**src/logic/smb_defs.svh**
```systemverilog
// Register map, field positions, reset values and timing constants of the serial bit-rate slice.
`ifndef SMB_DEFS_SVH
`define SMB_DEFS_SVH

// APB address width and byte offsets of the registers.
`define SMB_ADDR_W        12
`define SMB_OFF_STATUS    12'h000
`define SMB_OFF_DIVISOR   12'h004
`define SMB_OFF_MODE      12'h008
`define SMB_OFF_CONTROL   12'h00c

// Status register fields.
`define SMB_ST_RX_MP      1
`define SMB_ST_TX_MP      0

// Mode register fields.
`define SMB_MD_SEL_LO     0
`define SMB_MD_SEL_HI     1
`define SMB_MD_MP_FMT     2
`define SMB_MD_SYNC       7

// Control register fields.
`define SMB_CT_RX_EN      4
`define SMB_CT_TX_EN      5

// Widths and reset values.
`define SMB_DIV_W         8
`define SMB_DIV_RESET     8'hff
`define SMB_PRE_W         6
`define SMB_DATA_ZERO     32'h0000_0000

// Clock-source select codes: the prescaler divides the system clock by 1, 4, 16 or 64.
`define SMB_SEL_DIV1      2'h0
`define SMB_SEL_DIV4      2'h1
`define SMB_SEL_DIV16     2'h2
`define SMB_SEL_DIV64     2'h3
`define SMB_PRE_MASK4     6'h03
`define SMB_PRE_MASK16    6'h0f
`define SMB_PRE_MASK64    6'h3f

`endif

```
**src/logic/smb_pkg.sv**
```systemverilog
// Types shared by the bit-rate slice modules.
package smb_pkg;
  `include "smb_defs.svh"

  // Register state of the top module.
  typedef struct packed {
    logic [31:0]            prdata;
    logic                   pready;
    logic                   pslverr;
    logic                   rx_multiproc_flag;
    logic                   tx_multiproc_value;
    logic [`SMB_DIV_W-1:0]  bit_rate_divisor;
    logic                   clk_src_sel_hi;
    logic                   clk_src_sel_lo;
    logic                   mp_format;
    logic                   sync_mode;
    logic                   receive_enable;
    logic                   transmit_enable;
    logic                   tx_mp_bit;
    logic                   bit_tick;
  } smb_top_s;

  // Register state of the baud generator.
  typedef struct packed {
    logic [`SMB_PRE_W-1:0]  pre_cnt;
    logic [`SMB_DIV_W-1:0]  cnt;
    logic                   tick;
  } smb_baud_s;
endpackage : smb_pkg

```
**src/logic/smb_baud_if.sv**
```systemverilog
// Carrier between the register block and the baud generator.
`timescale 1ns/1ps
`include "smb_defs.svh"
interface smb_baud_if;
  import smb_pkg::*;
  logic [`SMB_DIV_W-1:0] divisor;
  logic [1:0]            clk_sel;
  logic                  run;
  logic                  tick;

  modport gen (input divisor, input clk_sel, input run, output tick);
  modport ctl (output divisor, output clk_sel, output run, input tick);
endinterface : smb_baud_if

```
**src/logic/smb_baud.sv**
```systemverilog
// Baud generator: source prescaler followed by a reloading divisor down-counter.
`timescale 1ns/1ps
`include "smb_defs.svh"
module smb_baud
  import smb_pkg::*;
(
  input  wire logic CLK,
  input  wire logic RESETN,
  smb_baud_if.gen   bif
);

  smb_baud_s st_reg;
  smb_baud_s st_next;

  // True on the system-clock cycles that the selected source clock counts on.
  function automatic logic src_enable(input logic [1:0] sel, input logic [`SMB_PRE_W-1:0] pre);
    case (sel)
      `SMB_SEL_DIV1:  src_enable = 1'b1;
      `SMB_SEL_DIV4:  src_enable = (pre & `SMB_PRE_MASK4) == '0;
      `SMB_SEL_DIV16: src_enable = (pre & `SMB_PRE_MASK16) == '0;
      default:        src_enable = (pre & `SMB_PRE_MASK64) == '0;
    endcase
  endfunction : src_enable

  // Stopped, the counter sits loaded so the first bit time is a full one.
  always_comb begin
    st_next      = st_reg;
    st_next.tick = 1'b0;
    if (!bif.run) begin
      st_next.pre_cnt = '0;
      st_next.cnt     = bif.divisor;
    end else begin
      st_next.pre_cnt = st_reg.pre_cnt + 1'b1;
      if (src_enable(bif.clk_sel, st_reg.pre_cnt)) begin
        if (st_reg.cnt == '0) begin
          st_next.tick = 1'b1;
          st_next.cnt  = bif.divisor;
        end else begin
          st_next.cnt = st_reg.cnt - 1'b1;
        end
      end
    end
  end

  // State register.
  always_ff @(posedge CLK or negedge RESETN) begin
    if (!RESETN) begin
      st_reg <= '{pre_cnt: '0, cnt: `SMB_DIV_RESET, tick: 1'b0};
    end else begin
      st_reg <= st_next;
    end
  end

  assign bif.tick = st_reg.tick;
endmodule : smb_baud

```
**src/logic/smb_top.sv**
```systemverilog
// Multiprocessor bit status, transmit multiprocessor bit and bit-rate divisor with an APB slave.
//
// Notes on behaviour
// - Async multiprocessor frames copy each received character's multiprocessor bit into status bit 1.
// - The received multiprocessor flag is read-only; software writes leave it unchanged.
// - Clearing receive enable in multiprocessor format keeps the flag's previous value.
// - The received flag resets to 0 and then mirrors the received multiprocessor bit.
// - Async multiprocessor transmission appends the status bit 0 value as multiprocessor bit.
// - The transmit value is ignored in sync mode, non-multiprocessor format, or when idle.
// - The transmit multiprocessor value resets to 0 and selects a sent 0 or 1.
// - Bit rate comes from the 8-bit divisor plus the two-bit clock-source select.
// - Software can read the divisor at any time and write it at any time outside standby, transfers notwithstanding.
// - Chip reset and standby both set the divisor to all ones.
`timescale 1ns/1ps
`include "smb_defs.svh"
module smb_top
  import smb_pkg::*;
(
  input  wire  logic                   CLK,
  input  wire  logic                   RESETN,
  input  wire  logic                   PSEL,
  input  wire  logic                   PENABLE,
  input  wire  logic                   PWRITE,
  input  wire  logic [`SMB_ADDR_W-1:0] PADDR,
  input  wire  logic [31:0]            PWDATA,
  output logic       [31:0]            PRDATA,
  output logic                         PREADY,
  output logic                         PSLVERR,
  input  wire  logic                   STANDBY,
  input  wire  logic                   RX_CHAR_DONE,
  input  wire  logic                   RX_MP_SAMPLE,
  input  wire  logic                   TX_ACTIVE,
  output logic                         TX_MP_BIT,
  output logic                         BIT_TICK,
  output logic                         RX_ENABLE,
  output logic                         TX_ENABLE,
  output logic                         MP_FORMAT,
  output logic                         SYNC_MODE
);

  smb_top_s   st_reg;
  smb_top_s   st_next;
  smb_baud_if bif ();

  // Register map, one aligned word per register; unused bits read zero.
  //   0x000 status: bit 1 received flag (read-only), bit 0 transmit value.
  //   0x004 divisor: bits 7:0, all ones after reset and in standby.
  //   0x008 mode: bits 1:0 source select, bit 2 format, bit 7 sync.
  //   0x00c control: bit 4 receive enable, bit 5 transmit enable.
  // Source select 0 to 3 divides the system clock by 1, 4, 16 or 64.
  // Anything else answers with an error, reads zero and drops writes.

  // Address match against one register offset, used for both read and write decode.
  function automatic logic is_reg(input logic [`SMB_ADDR_W-1:0] addr, input logic [`SMB_ADDR_W-1:0] off);
    is_reg = (addr == off);
  endfunction : is_reg

  // True when the address hits any register of the map.
  function automatic logic is_mapped(input logic [`SMB_ADDR_W-1:0] addr);
    is_mapped = is_reg(addr, `SMB_OFF_STATUS) || is_reg(addr, `SMB_OFF_DIVISOR) ||
                is_reg(addr, `SMB_OFF_MODE) || is_reg(addr, `SMB_OFF_CONTROL);
  endfunction : is_mapped

  // Read data mux; unused bits read as zero.
  function automatic logic [31:0] read_mux(input logic [`SMB_ADDR_W-1:0] addr, input smb_top_s s);
    logic [31:0] d;
    d = `SMB_DATA_ZERO;
    if (is_reg(addr, `SMB_OFF_STATUS)) begin
      d[`SMB_ST_RX_MP] = s.rx_multiproc_flag;
      d[`SMB_ST_TX_MP] = s.tx_multiproc_value;
    end
    if (is_reg(addr, `SMB_OFF_DIVISOR)) begin
      d[`SMB_DIV_W-1:0] = s.bit_rate_divisor;
    end
    if (is_reg(addr, `SMB_OFF_MODE)) begin
      d[`SMB_MD_SEL_LO] = s.clk_src_sel_lo;
      d[`SMB_MD_SEL_HI] = s.clk_src_sel_hi;
      d[`SMB_MD_MP_FMT] = s.mp_format;
      d[`SMB_MD_SYNC]   = s.sync_mode;
    end
    if (is_reg(addr, `SMB_OFF_CONTROL)) begin
      d[`SMB_CT_RX_EN] = s.receive_enable;
      d[`SMB_CT_TX_EN] = s.transmit_enable;
    end
    read_mux = d;
  endfunction : read_mux

  // Line-side strobes come from shifters on this same clock, so they need no synchroniser.
  // A character that arrives while receive is off is dropped, not queued.
  // Decoded bus events and line-side conditions.
  logic setup_phase;
  logic wr_commit;
  logic mp_async;
  logic rx_capture;
  logic tx_mp_live;

  // PREADY is a flop raised by the setup cycle, so every access phase lasts exactly one cycle.
  // A master that stretched setup over two cycles would be answered twice; the bus forbids it.
  assign setup_phase = PSEL && !PENABLE;
  assign wr_commit   = PSEL && PENABLE && st_reg.pready && PWRITE;
  assign mp_async    = st_reg.mp_format && !st_reg.sync_mode;
  // Capture only while receiving, so dropping receive enable freezes the flag.
  assign rx_capture  = RX_CHAR_DONE && mp_async && st_reg.receive_enable;
  assign tx_mp_live  = mp_async && st_reg.transmit_enable && TX_ACTIVE;

  // Next-state logic for the whole register block.
  always_comb begin
    st_next          = st_reg;
    st_next.pready   = 1'b0;
    st_next.pslverr  = 1'b0;
    st_next.bit_tick = bif.tick;

    // Read data and error are prepared in the setup cycle and presented in the access cycle.
    // Decoding at setup keeps the access cycle free of the read mux.
    if (setup_phase) begin
      st_next.pready  = 1'b1;
      st_next.pslverr = !is_mapped(PADDR);
      st_next.prdata  = PWRITE ? `SMB_DATA_ZERO : read_mux(PADDR, st_reg);
    end

    // Writes land at the access edge, when the master sees ready.
    // Register writes; the received flag has no write path at all.
    if (wr_commit) begin
      if (is_reg(PADDR, `SMB_OFF_STATUS)) begin
        st_next.tx_multiproc_value = PWDATA[`SMB_ST_TX_MP];
      end
      if (is_reg(PADDR, `SMB_OFF_DIVISOR)) begin
        st_next.bit_rate_divisor = PWDATA[`SMB_DIV_W-1:0];
      end
      if (is_reg(PADDR, `SMB_OFF_MODE)) begin
        st_next.clk_src_sel_lo = PWDATA[`SMB_MD_SEL_LO];
        st_next.clk_src_sel_hi = PWDATA[`SMB_MD_SEL_HI];
        st_next.mp_format      = PWDATA[`SMB_MD_MP_FMT];
        st_next.sync_mode      = PWDATA[`SMB_MD_SYNC];
      end
      if (is_reg(PADDR, `SMB_OFF_CONTROL)) begin
        st_next.receive_enable  = PWDATA[`SMB_CT_RX_EN];
        st_next.transmit_enable = PWDATA[`SMB_CT_TX_EN];
      end
    end

    // Standby wins over a divisor write in the same cycle; the write is lost.
    if (STANDBY) begin
      st_next.bit_rate_divisor = `SMB_DIV_RESET;
    end

    // The flag has no clear: it changes only when a new character arrives.
    // Received multiprocessor bit lands in the status flag.
    if (rx_capture) begin
      st_next.rx_multiproc_flag = RX_MP_SAMPLE;
    end

    // Outgoing multiprocessor bit; forced low whenever the setting is ignored.
    st_next.tx_mp_bit = tx_mp_live ? st_reg.tx_multiproc_value : 1'b0;
  end

  // Standby is not a reset here: it presets the divisor only, flags and modes survive it.
  // State register; reset values come from the defines.
  always_ff @(posedge CLK or negedge RESETN) begin
    if (!RESETN) begin
      st_reg.prdata             <= `SMB_DATA_ZERO;
      st_reg.pready             <= 1'b0;
      st_reg.pslverr            <= 1'b0;
      st_reg.rx_multiproc_flag  <= 1'b0;
      st_reg.tx_multiproc_value <= 1'b0;
      st_reg.bit_rate_divisor   <= `SMB_DIV_RESET;
      st_reg.clk_src_sel_hi     <= 1'b0;
      st_reg.clk_src_sel_lo     <= 1'b0;
      st_reg.mp_format          <= 1'b0;
      st_reg.sync_mode          <= 1'b0;
      st_reg.receive_enable     <= 1'b0;
      st_reg.transmit_enable    <= 1'b0;
      st_reg.tx_mp_bit          <= 1'b0;
      st_reg.bit_tick           <= 1'b0;
    end else begin
      st_reg <= st_next;
    end
  end

  // A select change takes effect at once, so it may stretch the bit in flight.
  // Baud generator runs only while a direction is enabled and the chip is awake.
  assign bif.divisor = st_reg.bit_rate_divisor;
  assign bif.clk_sel = {st_reg.clk_src_sel_hi, st_reg.clk_src_sel_lo};
  assign bif.run     = !STANDBY && (st_reg.receive_enable || st_reg.transmit_enable);

  smb_baud u_baud (
    .CLK    (CLK),
    .RESETN (RESETN),
    .bif    (bif)
  );

  // Every output is a flop of the state register.
  assign PRDATA    = st_reg.prdata;
  assign PREADY    = st_reg.pready;
  assign PSLVERR   = st_reg.pslverr;
  assign TX_MP_BIT = st_reg.tx_mp_bit;
  assign BIT_TICK  = st_reg.bit_tick;
  assign RX_ENABLE = st_reg.receive_enable;
  assign TX_ENABLE = st_reg.transmit_enable;
  assign MP_FORMAT = st_reg.mp_format;
  assign SYNC_MODE = st_reg.sync_mode;
endmodule : smb_top

```
**config.mk**
```make
export PLATFORM = sky130hd
export DESIGN_NAME = smb_top
export DESIGN_NICKNAME = d
export VERILOG_FILES = /design/src/logic/smb_pkg.sv /design/src/logic/smb_baud_if.sv /design/src/logic/smb_baud.sv /design/src/logic/smb_top.sv
export VERILOG_INCLUDE_DIRS = /design/src /design/src/logic
export SDC_FILE = /design/constraint.sdc
export NUM_CORES = 1
export LEC_CHECK = 0
export BUFFER_PORTS_ARGS = -buffer_cell sky130_fd_sc_hd__buf_2
export CAP_MARGIN = 5
export CORE_MARGIN = 1
export CORE_UTILIZATION = 30
export DETAILED_ROUTE_END_ITERATION = 10
export SETUP_SLACK_MARGIN = 0.4
export SKIP_LAST_GASP = 1
export SYNTH_ARGS = -nofsm -noshare
export SYNTH_HDL_FRONTEND = slang
export SYNTH_HIERARCHICAL = 1
export SYNTH_SLANG_ARGS = --single-unit
```
**constraint.sdc**
```tcl
create_clock -name CLK -period 2.8 [get_ports CLK]
set_input_delay 0.56 -clock CLK [delete_from_list [all_inputs] [get_ports CLK]]
set_output_delay 0.56 -clock CLK [all_outputs]
set_load 0.005 [all_outputs]
```
==> results of run 1 <==
==> cells by family after synthesis <==
family / count (synthesis) / synth area share
other: 1 / 0.00152
buffers and inverters: 47 / 0.127
and+or+nand+nor: 76 / 0.186
AOI/OAI and AO/OA: 35 / 0.121
xor gates and xnor gates: 4 / 0.0142
DFF: 43 / 0.445
adders and majority gates: 3 / 0.0152
muxes: 21 / 0.0904
==> placed cells by master (no fill, tap or decap), types with 8 or more instances in the layout <==
master	count
buf_2	44
conb_1	24
dfrtp_1	27
dfstp_2	16
mux2_2	8
mux2i_1	11
nor2_1	30
==> worst max path at each step <==
stage,startpoint,slack (ns),end,cells after the start
finish,u_baud/st_reg[9],0.65,u_baud/st_reg[8],6
floorplan,u_baud/st_reg[9],0.76,u_baud/st_reg[8],6
global route,u_baud/st_reg[9],0.52,u_baud/st_reg[8],6
detailed placement,u_baud/st_reg[9],0.67,u_baud/st_reg[8],6
global placement,u_baud/st_reg[9],0.68,u_baud/st_reg[8],6
CTS,u_baud/st_reg[9],0.65,u_baud/st_reg[8],6
==> cell type report <==
type	count	area share
Tap cell	102	0.0464
Clock inverter	2	0.0141
Multi-Input combinational cell	163	0.415
Clock buffer	6	0.0300
Inverter	6	0.00818
Sequential cell	43	0.398
Timing Repair Buffer	47	0.0882
==> stage by stage <==
stage | utilization | power, mW | setup WS [ns]
after detailed placement | 0.335 | 0.718 | 0.669
after global placement | 0.335 | 0.716 | 0.684
after floorplan | - | 0.695 | 0.764
after CTS | 0.351 | 1.24 | 0.651
after global routing | 0.351 | 1.28 | 0.523
final | 0.351 | 1.23 | 0.654
==> layer usage <==
metal  GRT usage  routed length, µm  up-vias
li1            -                  -      848
met3      0.0312                263        8
met1       0.168               2320      877
met4      0.0462                 80        0
met5           0                  0        -
met2       0.205               2410       48
==> worst reg2reg max path, cell delays in order, from the launching register on <==
cell	delay [ns]
dfrtp_1	0.41
inv_1	0.07
ha_1	0.16
or3b_4	0.40
a211o_4	0.38
or4_1	0.47
a31oi_1	0.18
==> report_power, final <==
group          switching, mW  internal (mW)
Combinational         0.0524         0.0287
Clock                  0.228          0.294
Sequential          0.000532          0.623
==> summary.md, run 1 <==
| Metric | Value |
|---|---|
| Register Area | 1100 µm² |
| Max reg flops | 14 |
| Design Area, Final | 2750 µm² |
| Crit path arrival time | 2.37 ns |
| Vias in the first global route | 1702 |
| Hold_buf cts | 0 |
| Worst EP required | 3.02 ns |
| Avg Cell Area, Syn | 10.7 µm² |
| Die extent in y | 92.6 µm |
| Flop2flop setup slack | 0.65 ns |
| Yosys top cell by area | dfrtp_1 |
| Gate Count Post-Synth | 230 |
| Total grt overflow | 0 |
| Worst stage delay on the critical path | 0.47 ns |
| Depth of the most critical reg-to-reg path | 6 |
| Post-route ant nets | 0 |
| Final Hold Fails | 0 |
| Synth cell types | 54 |
| Post-synth EDFFs | 0 |
| VDD IR max | 0.166 mV |
| Crit path time final | 2.15 ns |
| Setup TNS | 0 ns |
| CTS tree | yes |
| Synth area leaders | dfrtp_1 (27%), dfstp_2 (17%), buf_4 (10%) |
| Flops & latches, synth | 43 |
| Starting density of the core | 0.314 |
| CP Buf/Inv Count | 1 |
| Main synth FF type | dfrtp_1 |
| Drt first pass iters | 4 |
| # setup viols final | 0 |
| Worst path slowest cell | or4_1 |
| Yosys warning count | 6 |
| Power density cells | 446 nW/µm² |
| Iter 0 DRT Violations | 119 |
| Worst min path class | input pin to asynchronous set/reset pin |
| Setup Buffers After CTS | 0 |
| Worst hold margin | 0.0980 ns |
| CP endpoint kind | flop |
| Max FO, Critical Path | 9 |
| Worst Max-Slew Pin Slew | 0.503 ns |
| Routability Congestion | 0.876 |
| Seq/Total Area, Yosys | 0.445 |
| Die Span X | 92.6 µm |
| Final HPWL from detailed placement | 3.89 mm |
| Fin. max-slew vios | 0 |
| Pin count of the biggest net entering global routing | 36 |
| CTS Buf Count | 5 |
| WL/cell | 13.8 µm |
| Area grow syn2layout | 11.7% |
| Multi-input logic area | 1140 µm² |
| Core area | 7850 µm² |
| RSZ-0062 raised after global routing | false |
| Reg2Reg Launch Point | u_baud/st_reg[9] |
| Result of the run | completed |
| Root buffer cell | clkbuf_8 |
| Ys async rst share | 1.00 |
| Ant diodes | 0 |
| Non-filler cells, final | 369 |
| Layout cell share with drive strength beyond 1 | 0.330 |
| Top-count cell post-synth | buf_4 |
| Placed cells | 361 |
| Cell Area, Placed | 2630 µm² |
| Period utilisation layout | 0.766 |
| Share of the synthesized area in the top cell type | 0.274 |
| Initial antenna violation count | 0 |
| Fmax | 466 MHz |
| PortBufs | 44 |
| Vias | 1781 |
| CP top delay family | simple AND/OR/NAND/NOR gates |
| Setup CP Type | flop to flop |
| Total GRT Usage | 0.128 |
| H-tree Lvls | 2 |
| Slew margin rel. | 0.664 |
| Clock Latency Late Sink | 0.30 ns |
| Drt total wl | 5.08 mm |
| Setup crit start kind | flop |
| # IOs | 93 |
| Setup Skew | 0.0119 ns |
| Fillers | 818 |
| CTS resizes | 0 |
| Full die area | 8580 µm² |
| # rows | 32 |
| Clock slew at reported path FFs | 0.08 ns |
| DRC violations left | 0 |
| Fin nets | 322 |
| Mapped cell area | 2460 µm² |
| Clk sinks | 43 |
| CP Cell Sequence | inv_1 > ha_1 > or3b_4 > a211o_4 > or4_1 > a31oi_1 |
| CTS max path bufs | 2 |
| Static leakage | 1.26 nW |
| Post-DR vias/cell | 4.83 |
| Top cells by count, synth | buf_4 (34), nor2_1 (30), dfrtp_1 (27) |
| Global-route wire length before repair | 8.58 mm |
| Reg2reg end | u_baud/st_reg[8] |
| Max-cap viol count | 0 |
Power figures use the tool's default switching activity.
==> run 2: changes to the inputs <==
- ABC_AREA: unset -> 1
- clock period: 2.8 -> 1.9 ns (I/O delays scaled with it)
==> run 2 against run 1 <==
Effect of this change: register-to-register slack worse by 0.14 ns; cell count up 37%; first-iteration DRC count down 43%; clock skew down 0.0021 ns; global-route usage up 0.86 points; die area up 8.7%; critical path type unchanged; critical endpoint is now u_baud/st_reg[4].
==> summary.md, run 2 <==
| Metric | Value |
|---|---|
| Crit path arrival time | 1.63 ns (-0.74 ns) |
| Total power | 1.68 mW (+37%) |
| Fmax | 722 MHz (+55%) |
| Top-count cell post-synth | nand2_1 |
| PortBufs | 44 (unchanged) |
| # IOs | 93 (unchanged) |
| RSZ-0062 raised after global routing | false |
| Setup CP Type | flop to flop |
| Post-synth EDFFs | 0 (unchanged) |
| Routability Congestion | 0.807 (-7.8%) |
| Worst min path class | input pin to asynchronous set/reset pin |
| Post-DR vias/cell | 4.41 (-8.6%) |
| Worst path slowest cell | dfstp_2 |
| Most common cell after layout, fill and taps aside | nand2_1 |
| Layout cell share with drive strength beyond 1 | 0.285 (-0.0450) |
| CP endpoint kind | flop |
| WL/cell | 11.5 µm (-16%) |
| Depth of the most critical reg-to-reg path | 9 (+3) |
| Flops & latches, synth | 43 (unchanged) |
| Drt total wl | 5.80 mm (+14%) |
| Multi-input logic area | 1260 µm² (+10%) |
| Die Span X | 96.6 µm (+4.3%) |
| Clock slew at reported path FFs | 0.09 ns (about the same) |
| CTS Buf Count | 5 (unchanged) |
| CTS tree | yes |
| Gate Count Post-Synth | 347 (+51%) |
| Most frequent cells in the layout | nand2_1 (103), buf_2 (44), inv_1 (27) |
| # setup viols final | 0 (unchanged) |
| Synth cell types | 35 (-35%) |
| Worst EP required | 2.15 ns (-0.87 ns) |
| # rows | 34 (+6.3%) |
| Worst stage delay on the critical path | 0.55 ns (+0.08 ns) |
| Register Area | 1100 µm² (+0.11%) |
| Total grt overflow | 0 (unchanged) |
| Ant diodes | 0 (unchanged) |
| Setup TNS | 0 ns (unchanged) |
| Area grow syn2layout | 13.5% |
| Metal3 WL | 218 µm (-17%) |
| DR WL met2 | 2.89 mm (+20%) |
| PnR worst setup slack | 0.516 ns (-0.138 ns) |
| Main synth FF type | dfrtp_1 |
| Vias in the first global route | 2068 (+22%) |
| Global-route wire length before repair | 9.71 mm (+13%) |
| Fillers | 926 (+13%) |
| Top cells by count, synth | nand2_1 (104), buf_4 (32), inv_1 (29) |
| Yosys warning count | 6 (unchanged) |
| Reg2Reg Launch Point | u_baud/st_reg[1] |
| DRC violations left | 0 (unchanged) |
| Synth area leaders | dfrtp_1 (25%), dfstp_2 (16%), nand2_1 (15%) |
| Static leakage | 1.69 nW (+34%) |
| Pin count of the biggest net entering global routing | 22 (-39%) |
| CP top delay family | flip-flops |
| Fin nets | 452 (+40%) |
| Flop2flop setup slack | 0.52 ns (-0.14 ns) |
| Root buffer cell | clkbuf_8 |
| Setup Skew | 0.00981 ns (-0.00210 ns) |
| Seq/Total Area, Yosys | 0.408 (-0.0363) |
| Fin. max-slew vios | 0 (unchanged) |
| Post-layout util | 0.351 (about the same) |
| Full die area | 9330 µm² (+8.7%) |
| Levels on crit path | 9 (+3) |
| Max FO, Critical Path | 7 (-2) |
| Drt first pass iters | 4 (unchanged) |
| Clk sinks | 43 (unchanged) |
| Max reg flops | 14 (unchanged) |
| Period utilisation layout | 0.729 (-0.0379) |
| Crit path top cell by count | nand2_1 |
| Reg2reg end | u_baud/st_reg[4] |
| Met1 Wirelength | 2.61 mm (+13%) |
| H-tree Lvls | 2 (unchanged) |
| Max Used Layer | met4 |
| Crit path time final | 1.38 ns (-0.762 ns) |
| Ys async rst share | 1.00 (unchanged) |
| Mapped cell area | 2680 µm² (+8.9%) |
| Power density cells | 552 nW/µm² (+24%) |
| Max-cap viol count | 0 (unchanged) |
| Final Hold Fails | 0 (unchanged) |
| Core area | 8680 µm² (+11%) |
| Setup WS pre-CTS | 0.362 ns (-0.307 ns) |
| Yosys top cell by area | dfrtp_1 |
| Iter 0 DRT Violations | 68 (-43%) |
| Vias | 2228 (+25%) |
| CP Buf/Inv Count | 2 (+1) |
| Total GRT Usage | 0.137 (+0.00858) |
| CP Cell Sequence | inv_2 > ha_2 > nand2_4 > inv_1 > nand2_4 > nand2_1 > nand2_1 > nand2_1 > nand3_1 |
| Die extent in y | 96.6 µm (+4.3%) |
| Avg Cell Area, Syn | 7.73 µm² (-28%) |
| CTS max path bufs | 2 (unchanged) |
| Starting density of the core | 0.309 (-0.00484) |
| Hold_buf cts | 0 (unchanged) |
| Clock Latency Late Sink | 0.31 ns (about the same) |
| Final HPWL from detailed placement | 4.37 mm (+12%) |
| Share of the synthesized area in the top cell type | 0.252 (-0.0224) |
| Initial antenna violation count | 0 (unchanged) |
| VDD IR max | 0.238 mV (+44%) |
| Post-route ant nets | 0 (unchanged) |
| Setup crit start kind | flop |
| Result of the run | completed |
## run 2: final cells by class
class / instances / area share
Clock inverter: 2 / 0.00534
Clock buffer: 6 / 0.0271
Sequential cell: 43 / 0.360
Timing Repair Buffer: 55 / 0.0994
Tap cell: 108 / 0.0444
Multi-Input combinational cell: 251 / 0.414
Inverter: 40 / 0.0497
## run 2: worst max path at each step
stage | startpoint | end | slack, ns
after floorplan | u_baud/st_reg[1] | u_baud/st_reg[8] | 0.53
after global placement | PADDR[11] | PRDATA[0] | 0.38
after detailed placement | PADDR[9] | PRDATA[0] | 0.36
after CTS | u_baud/st_reg[9] | u_baud/st_reg[7] | 0.41
after global routing | u_baud/st_reg[9] | u_baud/st_reg[2] | 0.41
final | u_baud/st_reg[1] | u_baud/st_reg[4] | 0.52
## run 2: worst reg2reg max path, cell delays in order (launching register included)
cell and delay [ns]:
dfstp_2 0.55, inv_2 0.06, ha_2 0.21, nand2_4 0.09, inv_1 0.07, nand2_4 0.11, nand2_1 0.06, nand2_1 0.06
nand2_1 0.05, nand3_1 0.07
## run 2: through the flow
step	cell area (µm²)	cells	hold slack [ns]
2_1_floorplan	2770	370	0.0844
3_3_place_gp	2870	490	0.336
3_5_place_dp	2870	490	0.336
4_1_cts	2970	498	0.0445
5_1_grt	3050	505	0.0561
6_report	3050	505	0.0237
## run 2: report_power, final
part           internal (mW)  switching, mW
logic                 0.0359         0.0755
clock network          0.297          0.354
registers              0.919        0.00127
## run 2: logic make-up (layout without fill, tap and decap cells)
kind of cell,Yosys count,after routing,synth area share
AOI/OAI and AO/OA,30,30,0.0601
xor gates and xnor gates,1,1,0.00326
adders and majority gates,3,3,0.0140
buffers and inverters,76,103,0.162
DFF,43,43,0.408
muxes,1,1,0.00420
other,1,24,0.00140
and+or+nand+nor,192,192,0.346
## run 2: repair_timing
action / CTS / global route
resized for setup: 1 / 8
pin swaps: 1 / 4
setup buffers: 0 / 7
setup endpoints to repair: 6 / 9
## run 2: per-layer routing
| metal | vias to the layer above | GRT usage |
|---|---|---|
| met5 | - | 0 |
| met4 | 0 | 0.0478 |
| met3 | 8 | 0.0290 |
| met2 | 52 | 0.234 |
| met1 | 1019 | 0.169 |
| li1 | 1149 | - |
==> run 3: changes to the inputs <==
- clock period: 1.9 -> 1.2 ns (I/O delays scaled with it)
==> run 3 against run 2 <==
Effect of this change: the flow now finishes with violations (negative hold slack, negative setup slack); cell count rose by 8.3%; core utilization is 7.6 points higher; clock-buffer cell count unchanged; non-clock buffer count grew 41; critical path depth down 1.
==> summary.md, run 3 (synthesis results as in run 2) <==
| Metric | Value |
|---|---|
| Result of the run | finished with violations |
| Failing checks | negative hold slack, negative setup slack |
| CP Buf/Inv Count | 2 (unchanged) |
| Total power | 2.60 mW (+54%) |
| CTS Buf Count | 5 (unchanged) |
| Worst path slowest cell | dfrtp_1 |
| Total grt overflow | 0 (unchanged) |
| Max reg flops | 14 (unchanged) |
| CP Cell Sequence | inv_1 > ha_2 > inv_2 > nand2_2 > nand2_4 > a21oi_4 > nand2_1 > nand3_1 |
| Full die area | 9330 µm² (unchanged) |
| Setup crit start kind | flop |
| Global-route wire length before repair | 10.8 mm (+12%) |
| Die extent in y | 96.6 µm (unchanged) |
| VDD IR max | 0.455 mV (+91%) |
| Layout cell share with drive strength beyond 1 | 0.424 (+0.139) |
| Fmax | 740 MHz (+2.4%) |
| Ant diodes | 0 (unchanged) |
| Area grow syn2layout | 38.0% |
| Drt first pass iters | 4 (unchanged) |
| Max-cap viol count | 0 (unchanged) |
| Fillers | 886 (-4.3%) |
| Design Area, Final | 3700 µm² (+22%) |
| Setup CP Type | flop to flop |
| Placed cells | 514 (+4.9%) |
| Setup WS pre-CTS | -0.116 ns (-0.478 ns) |
| Initial antenna violation count | 0 (unchanged) |
| H-tree Lvls | 2 (unchanged) |
| Worst stage delay on the critical path | 0.39 ns (-0.16 ns) |
| Crit path arrival time | 1.59 ns (-0.04 ns) |
| Fin nets | 494 (+9.3%) |
| Setup Skew | 0.00370 ns (-0.00612 ns) |
| Final HPWL from detailed placement | 4.79 mm (+9.5%) |
| CP endpoint kind | flop |
| RSZ-0062 raised after global routing | true |
| Total GRT Usage | 0.153 (+0.0167) |
| Final Hold Fails | 8 (+8) |
| Vias in the first global route | 2356 (+14%) |
| Worst EP required | 1.44 ns (-0.71 ns) |
| PortBufs | 44 (unchanged) |
| Power density cells | 701 nW/µm² (+27%) |
| PnR worst setup slack | -0.151 ns (-0.667 ns) |
| Post-route ant nets | 0 (unchanged) |
| Clock Latency Late Sink | 0.29 ns (-0.02 ns) |
| Static leakage | 1.94 nW (+15%) |
| CTS tree | yes |
| Starting density of the core | 0.309 (unchanged) |
| Clock slew at reported path FFs | 0.08 ns (about the same) |
| Pin count of the biggest net entering global routing | 33 (+50%) |
| CP top delay family | flip-flops |
| Iter 0 DRT Violations | 92 (+35%) |
| Post-DR vias/cell | 4.56 (+3.3%) |
| CTS max path bufs | 2 (unchanged) |
| Period utilisation layout | 1.13 (+0.397) |
| Crit path time final | 1.35 ns (-0.0331 ns) |
| Clk sinks | 43 (unchanged) |
| Worst hold margin | -0.168 ns (-0.192 ns) |
| Max FO, Critical Path | 7 (unchanged) |
| Drt total wl | 6.71 mm (+16%) |
| # IOs | 93 (unchanged) |
| WL/cell | 12.3 µm (+6.7%) |
| Most frequent cells in the layout | nand2_1 (93), buf_2 (39), buf_4 (30) |
| DRC violations left | 0 (unchanged) |
| Setup TNS | -1.10 ns (-1.10 ns) |
| Vias | 2494 (+12%) |
| # rows | 34 (unchanged) |
| Routability Congestion | 0.898 (+11%) |
| # setup viols final | 8 (+8) |
| Most common cell after layout, fill and taps aside | nand2_1 |
| Worst min path class | input pin to asynchronous set/reset pin |
| Post-layout util | 0.427 (+0.0757) |
| Die Span X | 96.6 µm (unchanged) |
| Root buffer cell | clkbuf_8 |
| Fin. max-slew vios | 0 (unchanged) |
| Cell Area, Placed | 3180 µm² (+11%) |
| Core area | 8680 µm² (unchanged) |
| Non-filler cells, final | 547 (+8.3%) |
run 3: cell count changes in the layout (fill, tap and decap cells not counted), moves of 5 or more:
cell     previous run  this run
buf_2              44        39
buf_6               0        23
nor2_4              4        10
nand2_1           103        93
nand2_2             2        11
nor2_1             25        18
buf_4              11        30
run 3: routing by layer:
metal / vias to the layer above / track usage / routed length [µm]
li1: 1239 / - / -
met2: 62 / 0.242 / 3150
met3: 2 / 0.0305 / 292
met4: 0 / 0.0490 / 53
met1: 1191 / 0.211 / 3210
met5: - / 0 / 0
run 3: worst register-to-register path, delay by kind of cell (launching register included):
| family | cells | cell delay (ns) |
|---|---|---|
| buffers and inverters | 2 | 0.11 |
| AOI/OAI and AO/OA | 1 | 0.29 |
| DFF | 1 | 0.39 |
| adders and majority gates | 1 | 0.16 |
| and+or+nand+nor | 4 | 0.33 |
run 3: where the power goes:
group	switching [mW]	internal, mW	leakage (nW)
logic	0.137	0.0776	1.35
registers	0.00231	1.45	0.544
clock network	0.517	0.408	0.0412
total	0.656	1.94	1.94
run 3: layout make-up:
class,count,area [µm²],share of cell area
multi-input combinational,252,1460,0.395
sequential,43,1100,0.296
timing repair buffer,96,754,0.204
inverter,40,169,0.0456
tap,108,135,0.0365
clock buffer,6,72.6,0.0196
clock inverter,2,12.5,0.00338
run 3: final timing paths:
kind                                       start          endpoint  slack (ns)  depth (start not counted)
min in group CLK                       PWDATA[3]    bif.divisor[3]        0.15                          3
worst min register to register   u_baud/bif.tick          BIT_TICK        0.35                          0
max in group asynchronous                 RESETN    bif.divisor[7]        0.82                          2
worst min-delay path                      RESETN          BIT_TICK       -0.17                          1
worst max-delay path            u_baud/st_reg[9]  u_baud/st_reg[5]       -0.15                          8
worst max register to register  u_baud/st_reg[9]  u_baud/st_reg[5]       -0.15                          8
run 3: what timing repair did:
action,in CTS,in global routing
setup buffers,16,7
cloned,1,1
resized for setup,35,32
setup endpoints to repair,56,57
endpoints found under the hold margin,8,8
pin swaps,30,23
